<file path="src/design/pbl_consts.svh">
// Purpose: constants of the programmable port bit logic
// Assumes: one 8-bit port, register select from the core register file
// Notes: mode codes are {config_bit_two, config_bit_one, config_bit_zero}
// Overview of operation
// - Decode three config bits per pin into bidirectional, output, input or alternate modes.
// - CMOS threshold only for code 001; other codes TTL unless Schmitt fitted.
// - On converter pins code 111 selects analog input, driver off.
// - Output mode drives push-pull or open-drain; instruction end copies master to both latches.
// - Bidirectional drives open-drain or weak pull-up; samples pin at instruction start.
// - Reads return pin levels for bidirectional bits, so read-modify-write sees pins.
// - Alternate output lets the peripheral load the slave latch; pin still sampled.
// - With no peripheral connected, push-pull drives high, open-drain floats.
// - Pin input feeds the alternate input of every pin not in alternate output; parallel reads keep working.
// - Converter pin in alternate open-drain forces alternate output to one.
// - Several peripheral outputs on one pin are ANDed before driving.
// - A pin with alternate output shows that driven output on its alternate input.
// - In wait-for-interrupt the instruction strobes are ignored; master still takes port writes.
// - In halt the instruction strobes are ignored; master still takes port writes.
// - Port write loads master latches; port read returns the input latch.
// - Input mode floats driver, samples pin at start, still copies master to slave.
// - Reset gives bidirectional weak pull-up except on WPU_DISABLED pins, and data all ones, held afterwards.
`ifndef PBL_CONSTS_SVH
`define PBL_CONSTS_SVH
`define PBL_SEL_DATA 2'h0
`define PBL_SEL_CFG0 2'h1
`define PBL_SEL_CFG1 2'h2
`define PBL_SEL_CFG2 2'h3
`define PBL_DATA_RST 8'hff
`define PBL_CFG_RST 8'h00
`define PBL_CODE_CMOS 3'h1
`endif

</file>
<file path="src/design/pbl_pkg.sv">
// Purpose: types of the programmable port bit logic
// Assumes: nothing
// Notes: mode of one pin after decoding
package pbl_pkg;
  typedef enum logic [1:0] {PBL_TWO_WAY, PBL_OUT, PBL_IN, PBL_PERIPH} pbl_mode_type;
endpackage

</file>
<file path="src/design/pbl_port.sv">
// Purpose: 8-bit programmable port, latches, drivers and alternate function sharing
// Assumes: core gives one-cycle strobes at instruction start and end
// Notes: pad electrics are outside; oe high means the pad driver is on
`timescale 1ns/1ps
`default_nettype none
`include "pbl_consts.svh"
module pbl_port
  import pbl_pkg::*;
#(
  parameter logic [7:0] ADC_PINS = 8'h00,
  parameter logic [7:0] SCHMITT_PINS = 8'h00,
  parameter logic [7:0] WPU_DISABLED = 8'h00
) (
  // clock and reset
  input wire logic i_clk,
  input wire logic i_rstn,
  // register file access
  input wire logic i_reg_wr,
  input wire logic i_reg_rd,
  input wire logic [1:0] i_reg_sel,
  input wire logic [7:0] i_reg_wdata,
  output logic [7:0] o_reg_rdata,
  // core timing and power modes
  input wire logic i_instr_start,
  input wire logic i_instr_end,
  input wire logic i_wait_for_interrupt_state,
  input wire logic i_halt,
  // peripherals, two output sources per pin
  input wire logic [7:0] i_af0_out,
  input wire logic [7:0] i_af0_en,
  input wire logic [7:0] i_af1_out,
  input wire logic [7:0] i_af1_en,
  output logic [7:0] o_analog_sense_setting,
  // pads
  input wire logic [7:0] i_pin,
  output logic [7:0] o_pin_out,
  output logic [7:0] o_pin_oe,
  output logic [7:0] o_pull_up,
  output logic [7:0] o_cmos_thr,
  output logic [7:0] o_analog_sel
);

  logic [7:0] cfg0, cfg1, cfg2, master, slave, in_latch, pin_meta, pin_s;
  logic [7:0] next_cfg0, next_cfg1, next_cfg2, next_master, next_slave, next_in_latch;
  logic [7:0] next_rdata, next_out, next_oe, next_pull, next_cmos, next_analog, next_analog_sense_setting;
  // per-pin mode decode and masks
  logic [7:0] outm, inm, afm, ppm, adcm, af_val;
  logic ev_start, ev_end;
  pbl_mode_type mode [8];

  // input and slave latches ignore the instruction strobes while the core waits or halts
  assign ev_start = i_instr_start & ~i_wait_for_interrupt_state & ~i_halt;
  assign ev_end = i_instr_end & ~i_wait_for_interrupt_state & ~i_halt;
  // shared peripheral outputs, disabled or absent sources read as one
  assign af_val = (i_af0_out | ~i_af0_en) & (i_af1_out | ~i_af1_en);

  always_comb begin
    for (int n = 0; n < 8; n++) begin
      // config_bit_two picks buffer type, threshold and converter analog, not the mode
      unique case ({cfg1[n], cfg0[n]})
        2'h0: mode[n] = PBL_TWO_WAY;
        2'h1: mode[n] = PBL_IN;
        2'h2: mode[n] = PBL_OUT;
        2'h3: mode[n] = PBL_PERIPH;
      endcase
      outm[n] = (mode[n] == PBL_OUT);
      inm[n] = (mode[n] == PBL_IN);
      adcm[n] = ADC_PINS[n] & cfg2[n] & cfg1[n] & cfg0[n];
      afm[n] = (mode[n] == PBL_PERIPH) & ~adcm[n];
      ppm[n] = ~cfg2[n] & cfg1[n];
    end
  end

  always_comb begin
    next_cfg0 = cfg0;
    next_cfg1 = cfg1;
    next_cfg2 = cfg2;
    next_master = master;
    // read and write in one cycle: the read returns the old value
    if (i_reg_wr) begin
      unique case (i_reg_sel)
        `PBL_SEL_DATA: next_master = i_reg_wdata;
        `PBL_SEL_CFG0: next_cfg0 = i_reg_wdata;
        `PBL_SEL_CFG1: next_cfg1 = i_reg_wdata;
        `PBL_SEL_CFG2: next_cfg2 = i_reg_wdata;
      endcase
    end
    next_rdata = o_reg_rdata;
    if (i_reg_rd) begin
      unique case (i_reg_sel)
        `PBL_SEL_DATA: next_rdata = in_latch;
        `PBL_SEL_CFG0: next_rdata = cfg0;
        `PBL_SEL_CFG1: next_rdata = cfg1;
        `PBL_SEL_CFG2: next_rdata = cfg2;
      endcase
    end
    next_in_latch = in_latch;
    next_slave = slave;
    // end after start: output pins take master when both strobes coincide
    for (int n = 0; n < 8; n++) begin
      if (ev_start && !outm[n]) begin
        next_in_latch[n] = pin_s[n];
      end
      if (ev_end && outm[n]) begin
        next_in_latch[n] = master[n];
      end
      // converter pins in code 111 ignore peripherals and hold the slave high
      if (adcm[n]) begin
        next_slave[n] = 1'b1;
      end else if (afm[n]) begin
        // peripheral timing: slave follows the combined value every clock
        next_slave[n] = af_val[n];
      end else if (ev_end) begin
        next_slave[n] = master[n];
      end
    end
  end

  // pad controls from the latch state, all registered
  always_comb begin
    for (int n = 0; n < 8; n++) begin
      next_out[n] = slave[n];
      next_oe[n] = 1'b0;
      next_pull[n] = 1'b0;
      // open-drain and bidirectional pins drive only a low level
      if (!inm[n] && !adcm[n]) begin
        next_oe[n] = ppm[n] | ~slave[n];
      end
      if (mode[n] == PBL_TWO_WAY && !cfg2[n] && !WPU_DISABLED[n]) begin
        next_pull[n] = slave[n];
      end
      next_cmos[n] = ({cfg2[n], cfg1[n], cfg0[n]} == `PBL_CODE_CMOS) & ~SCHMITT_PINS[n];
      next_analog[n] = adcm[n];
      next_analog_sense_setting[n] = afm[n] ? af_val[n] : pin_s[n];
    end
  end

  always_ff @(posedge i_clk or negedge i_rstn) begin
    if (!i_rstn) begin
      pin_meta <= 8'h00;
      pin_s <= 8'h00;
      cfg0 <= `PBL_CFG_RST;
      cfg1 <= `PBL_CFG_RST;
      cfg2 <= `PBL_CFG_RST;
      master <= `PBL_DATA_RST;
      slave <= `PBL_DATA_RST;
      in_latch <= `PBL_DATA_RST;
      o_reg_rdata <= 8'h00;
      o_pin_out <= `PBL_DATA_RST;
      o_pin_oe <= 8'h00;
      o_pull_up <= ~WPU_DISABLED;
      o_cmos_thr <= 8'h00;
      o_analog_sel <= 8'h00;
      o_analog_sense_setting <= 8'h00;
    end else begin
      // two-flop synchroniser, pads are asynchronous to the core clock
      pin_meta <= i_pin;
      pin_s <= pin_meta;
      cfg0 <= next_cfg0;
      cfg1 <= next_cfg1;
      cfg2 <= next_cfg2;
      master <= next_master;
      slave <= next_slave;
      in_latch <= next_in_latch;
      o_reg_rdata <= next_rdata;
      o_pin_out <= next_out;
      o_pin_oe <= next_oe;
      o_pull_up <= next_pull;
      o_cmos_thr <= next_cmos;
      o_analog_sel <= next_analog;
      o_analog_sense_setting <= next_analog_sense_setting;
    end
  end
endmodule
`default_nettype wire

</file>
<file path="config.mk">
export PLATFORM = sky130hd
export DESIGN_NAME = pbl_port
export DESIGN_NICKNAME = d
export VERILOG_FILES = /design/src/design/pbl_pkg.sv /design/src/design/pbl_port.sv
export VERILOG_INCLUDE_DIRS = /design/src /design/src/design
export SDC_FILE = /design/constraint.sdc
export NUM_CORES = 1
export LEC_CHECK = 0
export BUFFER_PORTS_ARGS = -buffer_cell sky130_fd_sc_hd__clkbuf_2
export CAP_MARGIN = 20
export CELL_PAD_IN_SITES_DETAIL_PLACEMENT = 0
export CELL_PAD_IN_SITES_GLOBAL_PLACEMENT = 2
export CORE_ASPECT_RATIO = 1.4
export CORE_MARGIN = 4
export CORE_UTILIZATION = 35
export CTS_CLUSTER_DIAMETER = 200
export DETAILED_ROUTE_END_ITERATION = 12
export MAX_ROUTING_LAYER = met4
export PLACE_DENSITY = 0.8
export SYNTH_ARGS = -nofsm -noshare
export SYNTH_HDL_FRONTEND = slang
export SYNTH_SLANG_ARGS = --single-unit
</file>
<file path="constraint.sdc">
create_clock -name i_clk -period 1.35 [get_ports i_clk]
set_clock_uncertainty 0.1 [all_clocks]
set_input_delay 0.0675 -clock i_clk [delete_from_list [all_inputs] [get_ports i_clk]]
set_output_delay 0.0675 -clock i_clk [all_outputs]
set_load 0.02 [all_outputs]
</file>
**Word level (Yosys, flattened, before mapping)**

Cells that the tools add are included.

- Register bits: 112
- Input bits: 58
- Output and inout bits: 56
- Word-level logic and storage cells: 272

- Equality and inequality tests: 59
- Muxes and demuxes: 65
- Bitwise gates (word level): 43
- Reduce and logical (&&, ||, !) cells: 77

Operators with widths:

| operator | count |
|---|---|
| 2-bit == test (second input constant) | 34 |
| 2-bit case mux with 4 select lines | 8 |
| 1-bit two-way mux | 56 |
| 2-bit by 1-bit == test with 1-bit output (second input constant) | 17 |
| 2-bit logical NOT | 17 |
| 8-bit case mux with 4 select lines | 1 |
| 2-bit nonzero test | 16 |
| 3-bit by 1-bit == test with 1-bit output (second input constant) | 8 |
| 1-bit logical AND | 24 |
| 1-bit inverter | 18 |
| 1-bit logical NOT | 16 |
| 8-bit inverter | 2 |
| 8-bit bitwise OR | 2 |
| 1-bit AND | 12 |
| 8-bit AND | 1 |
| 1-bit bitwise OR | 8 |
| 2-bit AND reduction | 4 |

**Logic depth before layout (Yosys ltp)**

- Word-level depth: 7
- Depth in mapped cells: 5
- Mapped depth without buffers: 3

**Worst setup path after synthesis**

Ideal clock, no wire load.

- Path kind: input-to-reg
- Start point: in i_reg_sel[1]
- End point: reg master[0]
- Library setup time: 0.082 ns
- Data arrival time: 0.929 ns
- Slack: 0.239 ns
- Cell stages on the path: 3
- Buffers on the path: 1
- Cells stage by stage: buf_2 nor3b_4 mux2_2

- Word-level cells in the longest chain between the ends: 2

RTL lines:

| item | RTL line | RTL |
|---|---|---|
| from (decl) | pbl_port.sv:20 | `input wire logic [1:0] i_reg_sel,` |
| 2-bit logical NOT | pbl_port.sv:81 | `unique case (i_reg_sel)` |
| 2-bit AND reduction (no line) | n/a |  |
| to (signal assigned) | pbl_port.sv:145 | `` master <= `PBL_DATA_RST; `` |
| to (signal assigned) | pbl_port.sv:162 | `master <= next_master;` |
| to (decl) | pbl_port.sv:43 | `logic [7:0] cfg0, cfg1, cfg2, master, slave, in_latch, pin_meta, pin_s;` |

Every way passes these cells.
A chain may end at the register's enable or synchronous reset.

**Worst setup path in the final report**

- Start point: in i_af1_out[7]
- End point: reg slave[7], in the netlist next_out[7]

- Word-level cells in the longest chain between the ends: 3

RTL lines:

| item | RTL line | RTL |
|---|---|---|
| from (decl) | pbl_port.sv:31 | `input wire logic [7:0] i_af1_out,` |
| 8-bit bitwise OR | pbl_port.sv:55 | `assign af_val = (i_af0_out \| ~i_af0_en) & (i_af1_out \| ~i_af1_en);` |
| 8-bit AND | pbl_port.sv:55 |  |
| 1-bit two-way mux | pbl_port.sv:110 | `end else if (afm[n]) begin` |
| to (signal assigned) | pbl_port.sv:146 | `` slave <= `PBL_DATA_RST; `` |
| to (signal assigned) | pbl_port.sv:163 | `slave <= next_slave;` |
| to (decl) | pbl_port.sv:43 |  |

Every way passes these cells.

==> Implementation_results.wiki <==
{| class="wikitable"
! Metric !! Value
|-
| Initial standard-cell utilization of the core || 0.359
|-
| Final Hold Vio Count || 5
|-
| Overall global routing resource usage || 0.157
|-
| CTS tree || done
|-
| Cell at the slowest stage of the critical path || dlygate4sd3_1
|-
| Wire length of the first global-routing pass || ~18,000 um
|-
| Drt drc || 0
|-
| Switching fraction of total power || 0.310
|-
| Class of the tightest hold or removal check || input pin to flop
|-
| Min Clock Period, post-route || between 1 and 1.5 ns
|-
| Ordered list of cells on the worst path || dlygate4sd3_1, clkbuf_2, o22ai_2, dlygate4sd3_1, mux2i_1
|-
| Static leakage power || between 2 and 3 nW
|-
| Reg2reg start || cfg0[3]
|-
| Average vias per placed instance || about 4.7
|-
| Vias in the first global route || roughly 3,500
|-
| Clock insertion delay at the later pin of the skew report || ~0.34 ns
|-
| Setup repair after global routing missed its margin || no
|-
| Adder-cell share of the synthesized area || 0
|-
| Critical Path Stages || 5
|-
| Average wire per cell in the routed design || 15.3 um
|-
| Final RePlAce weighted congestion || about 0.76
|-
| Layout area overhead || 32.3%
|-
| Overflow left after global routing || 0
|-
| Cell row count || between 40 and 50
|-
| Share of total power in the clock network || 0.252
|-
| DR pass1 iterations || 4
|-
| Count of pins on the block boundary || roughly 110
|-
| Combinational family with the most area after synthesis || simple AND/OR/NAND/NOR gates
|-
| Placeable core area || about 0.013 mm2
|-
| Clock root buffer || clkbuf_16
|-
| Net switching power || approximately 3.1 mW
|-
| Initial detailed-routing violation count || around 150
|-
| Combinational share of power || 0.235
|-
| Worst path setup slack after routing || between 0.09 and 0.1 ns
|-
| Share of the yosys chip area belonging to registers || 0.614
|-
| Portion of the clock cycle consumed by the worst path in the final layout || 0.929
|-
| Met2 wirelength from detailed routing || ~5700 um
|-
| Most numerous cell on the critical path || dlygate4sd3_1
|-
| Family of cells with the greatest summed delay on the critical path || buffers and inverters
|-
| Largest net degree at the start of global routing || 27
|-
| Final max-slew violation count || 0
|-
| Max Freq || ~800 MHz
|-
| Distinct cell type count of the synthesized netlist || 26
|-
| Number of buffers and inverters on the critical path || 3
|-
| Min-Delay Startpoint || i_af0_out[4]
|-
| Violated checks || hold timing
|-
| Number of H-tree levels || 3
|-
| Worst slack at placement || approximately 0.086 ns
|-
| Via total after detailed routing || roughly 3,400
|-
| Half-perimeter wire length after detailed placement || ~7600 um
|-
| Critical path type || input pin to flop
|-
| Die footprint || about 0.015 mm2
|-
| Antenna violations before repair || 0
|-
| CTS sink count || approximately 110
|-
| Kind of capture point of the worst setup path || flop
|-
| Average footprint of a synthesized cell || around 12 um2
|-
| VDD IR-drop max || just over 800 uV
|-
| Die X-Extent || 105 um
|-
| Hold Path Cell Cnt || 3
|-
| Total negative setup slack || 0 ns
|-
| Max Used Layer || met4
|-
| Power per cell area || between 1500 and 2000 mW/mm2
|-
| Max Cap Violations || 0
|-
| Fin Hold WS || -0.0450 ns
|-
| Count of synthesis-stage warnings from yosys || 0
|-
| Count of mapped cells out of synthesis || between 300 and 400
|-
| Nets || slightly below 600
|-
| Clock input transition at the sequential cells of the worst setup and hold paths || around 0.070 ns
|-
| Maximum clock insertion buffer count || 2
|-
| Internal power contribution || 6.83 mW
|-
| Critical Path Fanout Max || 2
|-
| Setup slack, reg-to-reg || approximately 0.17 ns
|-
| Origin of the worst setup path || i_af1_out[7]
|-
| Vertical die dimension || around 140 um
|-
| Simple-gate area share of the yosys netlist || 0.150
|-
| Mux cell area share after synthesis || 0.149
|-
| Worst Path Arrival || 1.43 ns
|-
| Total wire length || 10,900 um
|-
| Met1 layer wirelength in the final routing || 4680 um
|-
| N_diodes || 0
|-
| Critical Path Source Type || input pin
|-
| Final number of setup-violating endpoints || 0
|-
| Met3 wire len || around 420 um
|-
| Slowest stage delay, CP || about 0.55 ns
|-
| Worst EP required || 1.52 ns
|-
| Port-buffer cells || around 110
|-
| Sequential power share || 0.513
|-
| Fraction of final layout cells sized beyond drive strength 1 || 0.417
|-
| Status || finished, violations left
|-
| Critical Path End || next_out[7]
|-
| #FFs+latches synth || approximately 110
|-
| Area of the mapped netlist || roughly 0.0046 mm2
|-
| Share of the synthesized area in compound gates (AO/OA/AOI/OAI) || 0.0431
|-
| Number of buffers added by the clock tree synthesis step || 9
|-
| Worst reg2reg path endpoint || o_reg_rdata[3]
|-
| Xor and xnor area share after synthesis || 0
|-
| Cell count of the worst reg-to-reg path || 3
|-
| DRT antenna net count || 0
|}
[area by class of cell]
| class | count | area (um2) |
|---|---|---|
| Multi-Input combinational cell | 226 | 1630 |
| Clock buffer | 12 | 256 |
| Sequential cell | 112 | 2850 |
| Fill cell | 1216 | 6790 |
| Tap cell | 178 | 223 |
| Clock inverter | 3 | 17.5 |
| Inverter | 24 | 90.1 |
| Timing Repair Buffer | 158 | 1080 |
[kinds of logic after synthesis]
kind of cell / after synthesis
AOI/OAI and AO/OA: 32
muxes: 64
DFF: 112
other: 1
and+or+nand+nor: 122
buffers and inverters: 41
[layout by cell type, fill, tap and decap left out, types with 9 or more instances in the layout]
master,count
clkbuf_2,104
inv_1,24
o21ai_0,16
mux2i_1,24
clkbuf_16,9
dfstp_2,40
nor2b_1,9
nand3_1,32
mux2_2,40
nand2_1,41
dfrtp_1,72
dlygate4sd3_1,36
buf_4,13
[timing repair]
item,CTS,global route
setup buffers,0,0
resized for setup,0,1
setup endpoints to repair,0,4
hold endpoints to repair,135,2
hold buffers,38,1
[tightest hold or removal path, stage by stage]
cell      delay (ns)
clkbuf_2        0.07
o22ai_1         0.09
mux2i_1         0.13
[how the worst min path moves through the flow]
stage	to
after floorplan	cfg0[0]
after global placement	o_analog_sense_setting[7]
after detailed placement	o_analog_sense_setting[7]
after CTS	next_out[1]
after global routing	o_analog_sense_setting[4]
final	next_out[4]
[routing by layer]
metal / up-vias / GRT usage
li1: 1612 / -
met1: 1654 / 0.190
met2: 77 / 0.263
met3: 11 / 0.0295
met4: 0 / 0.0539
met5: - / -
[power by group through the flow]
stage	Clock (mW)	Sequential (mW)	Combinational, mW
after floorplan	0	5.45	1.02
after global placement	0	5.11	2.23
after detailed placement	0	5.14	2.27
after CTS	2.58	5.08	2.37
after global routing	2.72	5.21	2.57
final	2.49	5.07	2.33
[stage by stage]
step / total power [mW] / util / hold slack, ns / instances / cell area (um2)
3_3_place_gp: 7.34 / 0.426 / -0.0810 / 662 / 5510
5_1_grt: 10.5 / 0.475 / 0.00259 / 713 / 6150
2_1_floorplan: 6.47 / - / -0.328 / 379 / 4670
4_1_cts: 10.0 / 0.476 / 0.000310 / 715 / 6160
6_report: 9.89 / 0.475 / -0.0450 / 713 / 6150
3_5_place_dp: 7.41 / 0.426 / -0.0805 / 662 / 5510
[Yosys cell counts, drive strengths merged]
cell | instances | share of area
nor2b | 9 | 0.012
o22ai | 8 | 0.011
inv | 24 | 0.019
conb | 1 | 0.00081
nor3b | 11 | 0.022
nand2 | 41 | 0.033
nor4b | 8 | 0.015
nand3b | 2 | 0.0048
clkbuf | 2 | 0.0016
or3b | 2 | 0.0038
dfstp | 40 | 0.23
o221ai | 8 | 0.015
mux2i | 24 | 0.052
dfrtp | 72 | 0.39
nand2b | 8 | 0.011
nand3 | 33 | 0.037
o21ai | 16 | 0.017
mux2 | 40 | 0.097
nand4 | 8 | 0.011
buf | 15 | 0.023
No activity file was read; power rests on OpenSTA's default activity.
